[src/core/pdr_pkg.sv]
// Shared constants, enumerations and carriers of the pump drive remote I/O block.
// Assumes a single 10 MHz clock; speeds are in tenths of a percent of nominal.
package pdr_pkg;
  localparam int CLK_HZ = 10_000_000;
  localparam int BAUD = 9600;
  localparam int BAUD_CYC = CLK_HZ / BAUD;
  localparam int DATA_BITS = 8;
  localparam int STOP_BITS = 1;
  localparam int ACK_MIN_MS = 500;
  localparam int ACK_MAX_MS = 2000;
  localparam int ACK_MIN_CYC = ACK_MIN_MS * (CLK_HZ / 1000);
  localparam int ACK_MAX_CYC = ACK_MAX_MS * (CLK_HZ / 1000);
  localparam logic [9:0] GROUP_ADDR = 10'h3C1;
  localparam logic [9:0] FULL_SCALE = 10'h3E8;
  localparam logic [9:0] STBY_SPD_RST = 10'h29B;
  localparam logic [9:0] SWITCH_PT_RST = 10'h320;
  localparam logic [9:0] DEV_ADDR_RST = 10'h001;
  localparam logic [7:0] TELEGRAM_END = 8'h0D;
  localparam logic [7:0] ASCII_ZERO = 8'h30;
  localparam logic [7:0] ASCII_NINE = 8'h39;

  localparam logic [3:0] OFS_CTRL = 4'h0;
  localparam logic [3:0] OFS_ACK = 4'h1;
  localparam logic [3:0] OFS_DI_CFG = 4'h2;
  localparam logic [3:0] OFS_DO_CFG = 4'h3;
  localparam logic [3:0] OFS_AO_CFG = 4'h4;
  localparam logic [3:0] OFS_SWITCH_PT = 4'h5;
  localparam logic [3:0] OFS_STBY_SPD = 4'h6;
  localparam logic [3:0] OFS_VENT_MODE = 4'h7;
  localparam logic [3:0] OFS_DEV_ADDR = 4'h8;
  localparam logic [3:0] OFS_STATUS = 4'h9;
  localparam logic [3:0] OFS_ERR_PEND = 4'hA;
  localparam logic [3:0] OFS_RX = 4'hB;
  localparam logic [3:0] OFS_TX = 4'hC;
  localparam int RX_VALID_BIT = 8;
  localparam int RX_HIT_BIT = 9;

  typedef enum logic [1:0] {DI_VENT = 2'h0, DI_HEAT = 2'h1, DI_NONE = 2'h2} pdr_di_fn_t;
  typedef enum logic [3:0] {
    DO_SPEED_PT = 4'h0, DO_NO_ERR = 4'h1, DO_ERR = 4'h2, DO_ZERO = 4'h9, DO_ONE = 4'hA,
    DO_REMOTE = 4'hB, DO_HEAT = 4'hC, DO_PUMP_STN = 4'hF
  } pdr_do_fn_t;
  typedef enum logic [1:0] {AO_SPEED = 2'h0, AO_CURRENT = 2'h1, AO_POWER = 2'h2} pdr_ao_fn_t;
  typedef enum logic [1:0] {VENT_ON_STOP = 2'h0, VENT_NEVER = 2'h1, VENT_ALWAYS = 2'h2} pdr_vent_t;
  typedef enum logic [1:0] {SER_IDLE = 2'b00, SER_START = 2'b01, SER_DATA = 2'b11, SER_STOP = 2'b10} pdr_ser_st_t;
  typedef enum logic [1:0] {ADR_WAIT = 2'b00, ADR_D0 = 2'b01, ADR_D1 = 2'b11, ADR_D2 = 2'b10} pdr_adr_st_t;

  localparam pdr_di_fn_t DI1_RST = DI_VENT;
  localparam pdr_di_fn_t DI2_RST = DI_HEAT;
  localparam pdr_do_fn_t DO1_RST = DO_SPEED_PT;
  localparam pdr_do_fn_t DO2_RST = DO_NO_ERR;

  typedef struct packed {
    logic remote_priority;
    logic venting_enable_input;
    logic heating_input;
    logic pump_station;
    logic standby_ack;
  } pdr_pins_t;

  typedef struct packed {
    logic vent_enable;
    logic pump_station;
    logic standby;
    logic heat;
  } pdr_cmd_t;
endpackage

[src/core/pdr_sync.sv]
// Three-stage input synchroniser with agreement filter for asynchronous pins.
// Assumes inputs may change at any time relative to mclk.
`timescale 1ns/100ps
module pdr_sync #(
  parameter int W = 6
) (
  input wire logic mclk,
  input wire logic reset_n,
  input wire logic [W-1:0] pin,
  output logic [W-1:0] level
);
  logic [W-1:0] s1;
  logic [W-1:0] s2;
  logic [W-1:0] s3;

  always_ff @(posedge mclk) begin
    if (!reset_n) begin
      s1 <= '0;
      s2 <= '0;
      s3 <= '0;
    end else begin
      s1 <= pin;
      s2 <= s1;
      s3 <= s2;
    end
  end

  // Change taken only when stages two and three agree
  genvar i;
  generate
    for (i = 0; i < W; i++) begin : g_bit
      always_ff @(posedge mclk) begin
        if (!reset_n) begin
          level[i] <= 1'b0;
        end else if (s2[i] == s3[i]) begin
          level[i] <= s3[i];
        end
      end
    end
  endgenerate
endmodule

[src/core/pdr_uart.sv]
// Half-duplex serial character engine: 8 data bits, no parity, one start, one stop.
// Assumes rx is already synchronised to mclk; drive_n is low while transmitting.
`timescale 1ns/100ps
module pdr_uart #(
  parameter int DIV = pdr_pkg::BAUD_CYC
) (
  input wire logic mclk,
  input wire logic reset_n,
  input wire logic rx,
  input wire logic tx_start,
  input wire logic [7:0] tx_byte,
  output logic [7:0] rx_byte,
  output logic rx_strobe,
  output logic tx_line,
  output logic drive_n,
  output logic busy
);
  localparam logic [15:0] CNT_END = 16'(DIV - 1);
  localparam logic [15:0] CNT_HALF = 16'(DIV / 2 - 1);
  localparam logic [2:0] LAST_BIT = 3'(pdr_pkg::DATA_BITS - 1);

  pdr_pkg::pdr_ser_st_t tx_st;
  pdr_pkg::pdr_ser_st_t rx_st;
  logic [15:0] tx_cnt;
  logic [15:0] rx_cnt;
  logic [2:0] tx_bit;
  logic [2:0] rx_bit;
  logic [7:0] tx_sh;

  assign busy = (tx_st != pdr_pkg::SER_IDLE);

  always_ff @(posedge mclk) begin
    if (!reset_n) begin
      tx_st <= pdr_pkg::SER_IDLE;
      tx_cnt <= 16'h0000;
      tx_bit <= 3'h0;
      tx_sh <= 8'h00;
      tx_line <= 1'b1;
      drive_n <= 1'b1;
    end else begin
      tx_cnt <= (tx_cnt == CNT_END) ? 16'h0000 : tx_cnt + 16'h0001;
      case (tx_st)
        pdr_pkg::SER_IDLE: begin
          tx_cnt <= 16'h0000;
          if (tx_start) begin
            tx_sh <= tx_byte;
            tx_line <= 1'b0;
            drive_n <= 1'b0;
            tx_st <= pdr_pkg::SER_START;
          end
        end
        pdr_pkg::SER_START: begin
          if (tx_cnt == CNT_END) begin
            tx_line <= tx_sh[0];
            tx_sh <= tx_sh >> 1;
            tx_bit <= 3'h0;
            tx_st <= pdr_pkg::SER_DATA;
          end
        end
        pdr_pkg::SER_DATA: begin
          if (tx_cnt == CNT_END) begin
            if (tx_bit == LAST_BIT) begin
              tx_line <= 1'b1;
              tx_st <= pdr_pkg::SER_STOP;
            end else begin
              tx_line <= tx_sh[0];
              tx_sh <= tx_sh >> 1;
              tx_bit <= tx_bit + 3'h1;
            end
          end
        end
        pdr_pkg::SER_STOP: begin
          if (tx_cnt == CNT_END) begin
            drive_n <= 1'b1;
            tx_st <= pdr_pkg::SER_IDLE;
          end
        end
        default: tx_st <= pdr_pkg::SER_IDLE;
      endcase
    end
  end

  always_ff @(posedge mclk) begin
    if (!reset_n) begin
      rx_st <= pdr_pkg::SER_IDLE;
      rx_cnt <= 16'h0000;
      rx_bit <= 3'h0;
      rx_byte <= 8'h00;
      rx_strobe <= 1'b0;
    end else begin
      rx_strobe <= 1'b0;
      rx_cnt <= (rx_cnt == CNT_END) ? 16'h0000 : rx_cnt + 16'h0001;
      case (rx_st)
        pdr_pkg::SER_IDLE: begin
          rx_cnt <= 16'h0000;
          if (!rx) begin
            rx_st <= pdr_pkg::SER_START;
          end
        end
        pdr_pkg::SER_START: begin
          if (rx_cnt == CNT_HALF) begin
            rx_cnt <= 16'h0000;
            rx_bit <= 3'h0;
            rx_st <= rx ? pdr_pkg::SER_IDLE : pdr_pkg::SER_DATA;
          end
        end
        pdr_pkg::SER_DATA: begin
          if (rx_cnt == CNT_END) begin
            rx_byte <= {rx, rx_byte[7:1]};
            rx_bit <= rx_bit + 3'h1;
            if (rx_bit == LAST_BIT) begin
              rx_st <= pdr_pkg::SER_STOP;
            end
          end
        end
        pdr_pkg::SER_STOP: begin
          // Framing error drops the character silently
          if (rx_cnt == CNT_END) begin
            rx_strobe <= rx;
            rx_st <= pdr_pkg::SER_IDLE;
          end
        end
        default: rx_st <= pdr_pkg::SER_IDLE;
      endcase
    end
  end
endmodule

[src/core/pdr_top.sv]
// Remote-control I/O of a turbopump drive: command pins, status outputs,
// analog speed output and serial parameter link.
// Assumes rotor speed, current, power and error causes come from the drive core.
// Operation
// - Remote priority high: pin commands override parameter commands.
// - Venting enable high permits venting per mode; low locks venting.
// - Heating follows the heating command level.
// - Pumping station high starts pump and station accessories; low stops.
// - Pumping station rising edge clears errors whose cause is gone.
// - Standby high runs at standby speed; low returns to nominal.
// - Standby speed defaults to 66.7 percent of nominal.
// - Standby pin pulse of 500 to 2000 ms acknowledges errors.
// - Two configurable inputs default to venting and heating, reassignable.
// - First output high at speed switch point, default 80 percent.
// - Second output high when no error, low on any error.
// - Both digital outputs have defaults and are reassignable.
// - Cooling accessory output switches on the air cooling unit.
// - Vent valve output active only with venting release given.
// - Analog output linear in speed, full scale nominal; current or power selectable.
// - Serial link 9600 baud, 8 data bits, no parity, one start.
// - Telegrams to own address or group address 961 are accepted.
// - Operating variables held as numbered parameters, reachable serially; here held at register offsets, serial only passes characters.
`timescale 1ns/100ps
module pdr_top #(
  parameter int ACK_MIN_CYC = pdr_pkg::ACK_MIN_CYC,
  parameter int ACK_MAX_CYC = pdr_pkg::ACK_MAX_CYC,
  parameter int BAUD_DIV = pdr_pkg::BAUD_CYC
) (
  input wire logic mclk,
  input wire logic reset_n,
  input wire pdr_pkg::pdr_pins_t remote_connector,
  input wire logic rs485_rx,
  input wire logic [9:0] rotor_speed,
  input wire logic [9:0] motor_current,
  input wire logic [9:0] motor_power,
  input wire logic [7:0] error_cause,
  input wire logic [3:0] addr,
  input wire logic [15:0] wdata,
  input wire logic wr,
  input wire logic rd,
  output logic [15:0] rdata,
  output logic speed_point_output,
  output logic fault_free_output,
  output logic cooling_accessory_output,
  output logic vent_valve_accessory_output,
  output logic [9:0] speed_analog_output,
  output logic [9:0] speed_setpoint,
  output logic heating_on,
  output logic pump_motor_on,
  output logic rs485_tx,
  output logic rs485_drive_n
);
  localparam logic [24:0] ACK_LO = 25'(ACK_MIN_CYC);
  localparam logic [24:0] ACK_HI = 25'(ACK_MAX_CYC);
  localparam logic [24:0] ACK_SAT = 25'(ACK_MAX_CYC + 1);

  pdr_pkg::pdr_pins_t pins;
  logic rx_s;
  pdr_pkg::pdr_cmd_t par_cmd;
  pdr_pkg::pdr_cmd_t eff_cmd;
  pdr_pkg::pdr_di_fn_t di1_fn;
  pdr_pkg::pdr_di_fn_t di2_fn;
  pdr_pkg::pdr_do_fn_t do1_fn;
  pdr_pkg::pdr_do_fn_t do2_fn;
  pdr_pkg::pdr_ao_fn_t ao_fn;
  pdr_pkg::pdr_vent_t vent_mode;
  pdr_pkg::pdr_adr_st_t adr_st;
  logic [9:0] switch_pt;
  logic [9:0] stby_spd;
  logic [9:0] dev_addr;
  logic [7:0] err_pend;
  logic any_err;
  logic pump_prev;
  logic stby_prev;
  logic [24:0] stby_cnt;
  logic pulse_ack;
  logic sw_ack;
  logic ack;
  logic pin_vent;
  logic pin_heat;
  logic [7:0] rx_byte;
  logic rx_strobe;
  logic rx_valid;
  logic [7:0] rx_data;
  logic [9:0] adr_acc;
  logic [9:0] next_acc;
  logic addr_hit;
  logic tx_start;
  logic [7:0] tx_byte;
  logic tx_busy;
  logic tx_line;
  logic drive_n;
  logic [15:0] next_rdata;

  // Output function decode shared by both digital outputs
  function automatic logic do_value(input pdr_pkg::pdr_do_fn_t fn, input logic at_pt, input logic err,
                                    input logic prio, input logic heat, input logic stn);
    case (fn)
      pdr_pkg::DO_SPEED_PT: do_value = at_pt;
      pdr_pkg::DO_NO_ERR: do_value = !err;
      pdr_pkg::DO_ERR: do_value = err;
      pdr_pkg::DO_ONE: do_value = 1'b1;
      pdr_pkg::DO_REMOTE: do_value = prio;
      pdr_pkg::DO_HEAT: do_value = heat;
      pdr_pkg::DO_PUMP_STN: do_value = stn;
      default: do_value = 1'b0;
    endcase
  endfunction

  // Input function decode shared by both configurable inputs
  function automatic logic di_takes(input pdr_pkg::pdr_di_fn_t fn1, input logic lvl1,
                                    input pdr_pkg::pdr_di_fn_t fn2, input logic lvl2,
                                    input pdr_pkg::pdr_di_fn_t want);
    di_takes = ((fn1 == want) && lvl1) || ((fn2 == want) && lvl2);
  endfunction

  pdr_sync #(
    .W(6)
  ) u_sync (
    .mclk(mclk),
    .reset_n(reset_n),
    .pin({remote_connector, rs485_rx}),
    .level({pins, rx_s})
  );

  pdr_uart #(
    .DIV(BAUD_DIV)
  ) u_uart (
    .mclk(mclk),
    .reset_n(reset_n),
    .rx(rx_s),
    .tx_start(tx_start),
    .tx_byte(tx_byte),
    .rx_byte(rx_byte),
    .rx_strobe(rx_strobe),
    .tx_line(tx_line),
    .drive_n(drive_n),
    .busy(tx_busy)
  );

  assign pin_vent = di_takes(di1_fn, pins.venting_enable_input, di2_fn, pins.heating_input, pdr_pkg::DI_VENT);
  assign pin_heat = di_takes(di1_fn, pins.venting_enable_input, di2_fn, pins.heating_input, pdr_pkg::DI_HEAT);

  // Pin commands win under remote priority
  always_comb begin
    if (pins.remote_priority) begin
      eff_cmd.vent_enable = pin_vent;
      eff_cmd.pump_station = pins.pump_station;
      eff_cmd.standby = pins.standby_ack;
      eff_cmd.heat = pin_heat;
    end else begin
      eff_cmd = par_cmd;
    end
  end

  assign any_err = |err_pend;
  assign ack = pulse_ack || sw_ack || (eff_cmd.pump_station && !pump_prev);

  always_ff @(posedge mclk) begin
    if (!reset_n) begin
      par_cmd <= '0;
      di1_fn <= pdr_pkg::DI1_RST;
      di2_fn <= pdr_pkg::DI2_RST;
      do1_fn <= pdr_pkg::DO1_RST;
      do2_fn <= pdr_pkg::DO2_RST;
      ao_fn <= pdr_pkg::AO_SPEED;
      vent_mode <= pdr_pkg::VENT_ON_STOP;
      switch_pt <= pdr_pkg::SWITCH_PT_RST;
      stby_spd <= pdr_pkg::STBY_SPD_RST;
      dev_addr <= pdr_pkg::DEV_ADDR_RST;
      sw_ack <= 1'b0;
      tx_start <= 1'b0;
      tx_byte <= 8'h00;
    end else begin
      sw_ack <= wr && (addr == pdr_pkg::OFS_ACK) && wdata[0];
      // A write while busy is dropped; software polls the busy bit
      tx_start <= wr && (addr == pdr_pkg::OFS_TX) && !tx_busy && !tx_start;
      if (wr) begin
        case (addr)
          pdr_pkg::OFS_CTRL: par_cmd <= wdata[3:0];
          pdr_pkg::OFS_DI_CFG: begin
            di1_fn <= pdr_pkg::pdr_di_fn_t'(wdata[1:0]);
            di2_fn <= pdr_pkg::pdr_di_fn_t'(wdata[3:2]);
          end
          pdr_pkg::OFS_DO_CFG: begin
            do1_fn <= pdr_pkg::pdr_do_fn_t'(wdata[3:0]);
            do2_fn <= pdr_pkg::pdr_do_fn_t'(wdata[7:4]);
          end
          pdr_pkg::OFS_AO_CFG: ao_fn <= pdr_pkg::pdr_ao_fn_t'(wdata[1:0]);
          pdr_pkg::OFS_SWITCH_PT: switch_pt <= wdata[9:0];
          pdr_pkg::OFS_STBY_SPD: stby_spd <= wdata[9:0];
          pdr_pkg::OFS_VENT_MODE: vent_mode <= pdr_pkg::pdr_vent_t'(wdata[1:0]);
          pdr_pkg::OFS_DEV_ADDR: dev_addr <= wdata[9:0];
          pdr_pkg::OFS_TX: tx_byte <= tx_busy ? tx_byte : wdata[7:0];
          default: ;
        endcase
      end
    end
  end

  // Pulse width measured on the standby pin
  // Over-long level saturates and never acknowledges
  always_ff @(posedge mclk) begin
    if (!reset_n) begin
      stby_prev <= 1'b0;
      stby_cnt <= 25'h0000000;
      pulse_ack <= 1'b0;
    end else begin
      stby_prev <= pins.standby_ack;
      pulse_ack <= 1'b0;
      if (pins.standby_ack) begin
        stby_cnt <= (stby_cnt == ACK_SAT) ? stby_cnt : stby_cnt + 25'h0000001;
      end else begin
        stby_cnt <= 25'h0000000;
        pulse_ack <= stby_prev && pins.remote_priority && (stby_cnt >= ACK_LO) && (stby_cnt <= ACK_HI);
      end
    end
  end

  // Edge of pumping station acknowledges
  // Cause still present keeps its bit: set wins over the clear
  always_ff @(posedge mclk) begin
    if (!reset_n) begin
      pump_prev <= 1'b0;
      err_pend <= 8'h00;
    end else begin
      pump_prev <= eff_cmd.pump_station;
      err_pend <= (ack ? 8'h00 : err_pend) | error_cause;
    end
  end

  // Drive outputs
  always_ff @(posedge mclk) begin
    if (!reset_n) begin
      heating_on <= 1'b0;
      pump_motor_on <= 1'b0;
      speed_setpoint <= 10'h000;
      cooling_accessory_output <= 1'b0;
      vent_valve_accessory_output <= 1'b0;
    end else begin
      heating_on <= eff_cmd.heat;
      pump_motor_on <= eff_cmd.pump_station;
      speed_setpoint <= eff_cmd.standby ? stby_spd : pdr_pkg::FULL_SCALE;
      cooling_accessory_output <= eff_cmd.pump_station;
      case (vent_mode)
        pdr_pkg::VENT_ON_STOP: vent_valve_accessory_output <= eff_cmd.vent_enable && !eff_cmd.pump_station;
        pdr_pkg::VENT_ALWAYS: vent_valve_accessory_output <= eff_cmd.vent_enable;
        default: vent_valve_accessory_output <= 1'b0;
      endcase
    end
  end

  // Status outputs
  always_ff @(posedge mclk) begin
    if (!reset_n) begin
      speed_point_output <= 1'b0;
      fault_free_output <= 1'b0;
      speed_analog_output <= 10'h000;
    end else begin
      speed_point_output <= do_value(do1_fn, rotor_speed >= switch_pt, any_err,
                                     pins.remote_priority, eff_cmd.heat, eff_cmd.pump_station);
      fault_free_output <= do_value(do2_fn, rotor_speed >= switch_pt, any_err,
                                    pins.remote_priority, eff_cmd.heat, eff_cmd.pump_station);
      case (ao_fn)
        pdr_pkg::AO_CURRENT: speed_analog_output <= motor_current;
        pdr_pkg::AO_POWER: speed_analog_output <= motor_power;
        default: speed_analog_output <= rotor_speed;
      endcase
    end
  end

  assign next_acc = 10'(adr_acc * 10'h00A) + 10'(rx_byte - pdr_pkg::ASCII_ZERO);

  // Address taken from three decimal digits after a telegram end
  always_ff @(posedge mclk) begin
    if (!reset_n) begin
      adr_st <= pdr_pkg::ADR_D0;
      adr_acc <= 10'h000;
      addr_hit <= 1'b0;
    end else if (rx_strobe && !tx_busy) begin
      if (rx_byte == pdr_pkg::TELEGRAM_END) begin
        adr_st <= pdr_pkg::ADR_D0;
        adr_acc <= 10'h000;
      end else if (rx_byte < pdr_pkg::ASCII_ZERO || rx_byte > pdr_pkg::ASCII_NINE) begin
        adr_st <= pdr_pkg::ADR_WAIT;
      end else begin
        adr_acc <= next_acc;
        case (adr_st)
          pdr_pkg::ADR_D0: begin
            adr_st <= pdr_pkg::ADR_D1;
            addr_hit <= 1'b0;
          end
          pdr_pkg::ADR_D1: adr_st <= pdr_pkg::ADR_D2;
          pdr_pkg::ADR_D2: begin
            adr_st <= pdr_pkg::ADR_WAIT;
            addr_hit <= (next_acc == dev_addr) || (next_acc == pdr_pkg::GROUP_ADDR);
          end
          default: adr_st <= pdr_pkg::ADR_WAIT;
        endcase
      end
    end
  end

  // Own transmission echoes are ignored on the shared pair
  always_ff @(posedge mclk) begin
    if (!reset_n) begin
      rx_valid <= 1'b0;
      rx_data <= 8'h00;
    end else begin
      if (rx_strobe && !tx_busy) begin
        rx_data <= rx_byte;
      end
      // New character wins over the read that clears the flag
      rx_valid <= (rx_strobe && !tx_busy) || (rx_valid && !(rd && addr == pdr_pkg::OFS_RX));
    end
  end

  always_ff @(posedge mclk) begin
    if (!reset_n) begin
      rs485_tx <= 1'b1;
      rs485_drive_n <= 1'b1;
    end else begin
      rs485_tx <= tx_line;
      rs485_drive_n <= drive_n;
    end
  end

  always_comb begin
    next_rdata = 16'h0000;
    case (addr)
      pdr_pkg::OFS_CTRL: next_rdata = {12'h000, par_cmd};
      pdr_pkg::OFS_DI_CFG: next_rdata = {12'h000, di2_fn, di1_fn};
      pdr_pkg::OFS_DO_CFG: next_rdata = {8'h00, do2_fn, do1_fn};
      pdr_pkg::OFS_AO_CFG: next_rdata = {14'h0000, ao_fn};
      pdr_pkg::OFS_SWITCH_PT: next_rdata = {6'h00, switch_pt};
      pdr_pkg::OFS_STBY_SPD: next_rdata = {6'h00, stby_spd};
      pdr_pkg::OFS_VENT_MODE: next_rdata = {14'h0000, vent_mode};
      pdr_pkg::OFS_DEV_ADDR: next_rdata = {6'h00, dev_addr};
      pdr_pkg::OFS_STATUS: next_rdata = {5'h00, any_err, pins.remote_priority, pins, eff_cmd};
      pdr_pkg::OFS_ERR_PEND: next_rdata = {8'h00, err_pend};
      pdr_pkg::OFS_RX: next_rdata = {6'h00, addr_hit, rx_valid, rx_data};
      pdr_pkg::OFS_TX: next_rdata = {15'h0000, tx_busy};
      default: next_rdata = 16'h0000;
    endcase
  end

  // Read data stand for one cycle only
  always_ff @(posedge mclk) begin
    if (!reset_n) begin
      rdata <= 16'h0000;
    end else begin
      rdata <= rd ? next_rdata : 16'h0000;
    end
  end
endmodule

[config.mk]
export PLATFORM = sky130hd
export DESIGN_NAME = pdr_top
export DESIGN_NICKNAME = d
export VERILOG_FILES = /design/src/core/pdr_pkg.sv /design/src/core/pdr_sync.sv /design/src/core/pdr_uart.sv /design/src/core/pdr_top.sv
export SDC_FILE = /design/constraint.sdc
export NUM_CORES = 1
export LEC_CHECK = 0
export BUFFER_PORTS_ARGS = -buffer_cell sky130_fd_sc_hd__buf_2
export CELL_PAD_IN_SITES_DETAIL_PLACEMENT = 0
export CELL_PAD_IN_SITES_GLOBAL_PLACEMENT = 1
export CORE_MARGIN = 10
export CORE_UTILIZATION = 30
export DETAILED_ROUTE_END_ITERATION = 8
export GPL_TIMING_DRIVEN = 0
export HOLD_SLACK_MARGIN = 0.03
export PLACE_DENSITY = 0.66
export SETUP_SLACK_MARGIN = 0.1
export SKIP_CTS_REPAIR_TIMING = 1
export SLEW_MARGIN = 10
export SYNTH_ARGS = -nofsm -noshare
export SYNTH_HDL_FRONTEND = slang
export SYNTH_HIERARCHICAL = 1
export SYNTH_SLANG_ARGS = --single-unit
[constraint.sdc]
create_clock -name mclk -period 3.4 [get_ports mclk]
set_input_delay 0.68 -clock mclk [delete_from_list [all_inputs] [get_ports mclk]]
set_output_delay 0.68 -clock mclk [all_outputs]
set_load 0.02 [all_outputs]
==> summary.md <==
| Metric | Value |
|---|---|
| Worst-path fanout max | `10` |
| Largest net degree at the start of global routing | `15` |
| CORE AREA | `37,900 um^2` |
| Total power | `6.43 mW` |
| Syn Inst Count | `1,365` |
| Setup ws final | `-0.193 ns` |
| Max Freq | `0.278 GHz` |
| # rows | `71` |
| Lkg Pwr | `5.24 nW` |
| Worst Setup End Kind | `flip-flop` |
| Worst-path clk slew | `0.06 ns` |
| Violated checks | `setup timing` |
| Synth cell types | `86` |
| Post-DP HPWL | `25,700 um` |
| R2R Setup Slk | `-0.19 ns` |
| Status | `finished, violations left` |
| DR DRC count | `0` |
| TritonCTS buffer count | `28` |
| Main flop type after synthesis | `dfxtp_1` |
| CTS max path bufs | `3` |
| Reg2reg end | `addr_hit` |
| Synth Register Bits | `239` |
| Post-Syn Area | `11,600 um^2` |
| Reg area | `4790 um^2` |
| Power per cell area | `465 nW/um^2` |
| CTS Root Cell | `clkbuf_16` |
| First-pass GRT wire length | `54,900 um` |
| Minimum clock period | `3.59 ns` |
| Max_slew headroom | `0.362` |
| Number of flops mapped to enable cells by yosys | `0` |
| Final period util | `1.06` |
| Startpoint Class | `flip-flop` |
| Initial antenna violation count | `0` |
| Slew Limit Fails | `0` |
| Filler Cells Inserted | `3,973` |
| Final Hold Viols | `0` |
| Chip Height | `217 um` |
| Post-route ant nets | `0` |
| Maximum VDD drop | `443 uV` |
| Layout area overhead | `19.3%` |
| Critical path type | `flip-flop to flip-flop` |
| Post-synth top area cell | `dfxtp_1` |
| Crit path DAT | `4.09 ns` |
| Gr ovfl total | `0` |
| Iter 0 DRT Violations | `747` |
| # setup viols final | `1` |
| Multi-input logic area | `6350 um^2` |
| # clock sinks | `239` |
| GPL Wtd Cong | `0.892` |
| RSZ-0062 raised after global routing | `true` |
| Die Span X | `217 um` |
| Initial Utilization | `0.306` |
| Synthesized area per cell | `8.50 um^2` |
| Die area | `46,900 um^2` |
| Final setup TNS | `-0.193 ns` |
| Worst Hold Path EP | `u_sync/s1[1]` |
| Buffers on Ports | `97` |
| Wire per inst | `17.1 um` |
| Top-area cell type share of the netlist area | `0.412` |
| Tightest Pin Transition | `0.949 ns` |
| CTS tree | `yes` |
| Clk_skew | `0.00838 ns` |
| Vias after detailed routing | `10,100` |
| Hold path cells | `2` |
| Reg2reg start | `adr_acc[3]` |
| Vias in the first global route | `9,688` |
| Clk_lat worst skew | `0.55 ns` |
| Synth async-reset ratio | `0` |
| Detailed Routing Iterations Pass 1 | `6` |
| Top cells by area, synth | `dfxtp_1, ha_1, nand2_1` |
| ANT cells | `0` |
| Worst Reg-to-Reg Cells | `13` |
| Seq/Total Area, Yosys | `0.412` |
| Ports | `112` |
| H-tree level count | `1` |
| Routed wire length | `34,700 um` |
| Hold Crit Class | `input port to flip-flop` |
| Max Cap Violations | `0` |
| Count of warnings emitted by yosys | `6` |
| Via/cell ratio | `4.97` |
| Worst EP required | `3.90 ns` |
| Nets@finish | `1,617` |
| Beginning of the worst hold path | `remote_connector[0]` |
| Share of cells above drive strength 1 | `0.142` |
| Tot GR Track Use | `0.142` |
[registers in the layout, indices dropped and copies added, names as in the netlist, 9 cells and up]
register             count
rdata                   11
adr_acc                  9
u_uart/rx_cnt           16
switch_pt               10
speed_setpoint          10
stby_cnt                25
u_uart/tx_cnt           16
speed_analog_output     10
dev_addr                10
stby_spd                10
[cells in the final DEF (no fill, tap or decap), drive strengths merged, types with 42 or more instances in the layout]
cell	n
buf	128
dfxtp	239
inv	42
o21ai	57
nand2	158
clkbuf	92
ha	48
nor2	145
a21oi	105
nand3	73
[routing by layer]
layer  part of all wire  track usage
met5                  0            0
met4              0.022       0.0354
met3              0.065       0.0277
met2               0.44        0.224
met1               0.47        0.194
[report_power, final]
part	switching [mW]	leakage [nW]	internal, mW
sequential	0.0308	1.94	2.85
combinational	0.238	2.81	0.119
clock	1.23	0.486	1.96
total	1.50	5.24	4.93
[per-stage QoR]
stage                util  setup WS [ns]  cell area [um^2]  instances  hold WS (ns)
floorplan               -        0.00783             11600       1369         0.406
global placement    0.336         -0.181             12800       1977         0.420
detailed placement  0.336         -0.207             12800       1977         0.421
CTS                 0.362         -0.230             13700       2029         0.302
global route        0.365         -0.309             13800       2032         0.311
finish              0.365         -0.193             13800       2032         0.332
[cells in the mapped netlist (6+ instances only)]
master    number
nand2_1      158
or3_1         11
inv_1         42
a31oi_1       10
buf_4         10
mux2i_1       41
nor2_1       145
dfxtp_1      239
and2_1        27
ha_1          48
mux2_2        13
buf_2          8
xnor2_1       25
clkbuf_1      56
and4_1         7
buf_1          7
a222oi_1       8
nand2b_1       8
a22oi_1       24
nand3_1       71
nor3_1        41
a211oi_1       8
o211ai_1       9
o21ai_0       54
nand4_1       21
a21oi_1      102
a21o_1         6
nor4_1        11
and3_1         9
xor2_1        38
[worst max-delay path, cell delays in order (launching register included)]
cell       delay (ns)
dfxtp_4          0.36
ha_4             0.24
ha_4             0.16
fa_2             0.40
xor2_1           0.18
ha_1             0.31
buf_6            0.14
a211o_1          0.26
a21oi_2          0.13
o2111ai_1        0.12
a2111o_1         0.38
or4_4            0.57
o31ai_4          0.18
a21o_1           0.11
[layout make-up]
class,instances,area share
plain buffers,84,0.0283
clock inverters,16,0.0166
flip-flops and latches,239,0.347
inverters,42,0.0114
clock buffers,36,0.0550
well taps,511,0.0462
repair buffers,100,0.0367
multi-input cells,1004,0.459
[how the worst max path moves through the flow]
stage,cells after the start,to,start
final,13,addr_hit,adr_acc[3]
after global routing,13,addr_hit,adr_acc[3]
after CTS,13,addr_hit,adr_acc[3]
after detailed placement,13,addr_hit,adr_acc[3]
after global placement,13,addr_hit,adr_acc[3]
after floorplan,13,addr_hit,adr_acc[3]
[logic make-up after synthesis]
| group | count (synthesis) | share of synthesized area |
|---|---|---|
| AO/OA/AOI/OAI | 281 | 0.156 |
| buffers and inverters | 126 | 0.0468 |
| multiplexers | 54 | 0.0480 |
| XOR/XNOR | 64 | 0.0496 |
| flip-flops | 239 | 0.412 |
| AND/OR/NAND/NOR | 550 | 0.232 |
| adder cells (fa/ha/maj) | 50 | 0.0552 |
| other | 1 | 0.000323 |
Power figures use the tool's default switching activity.
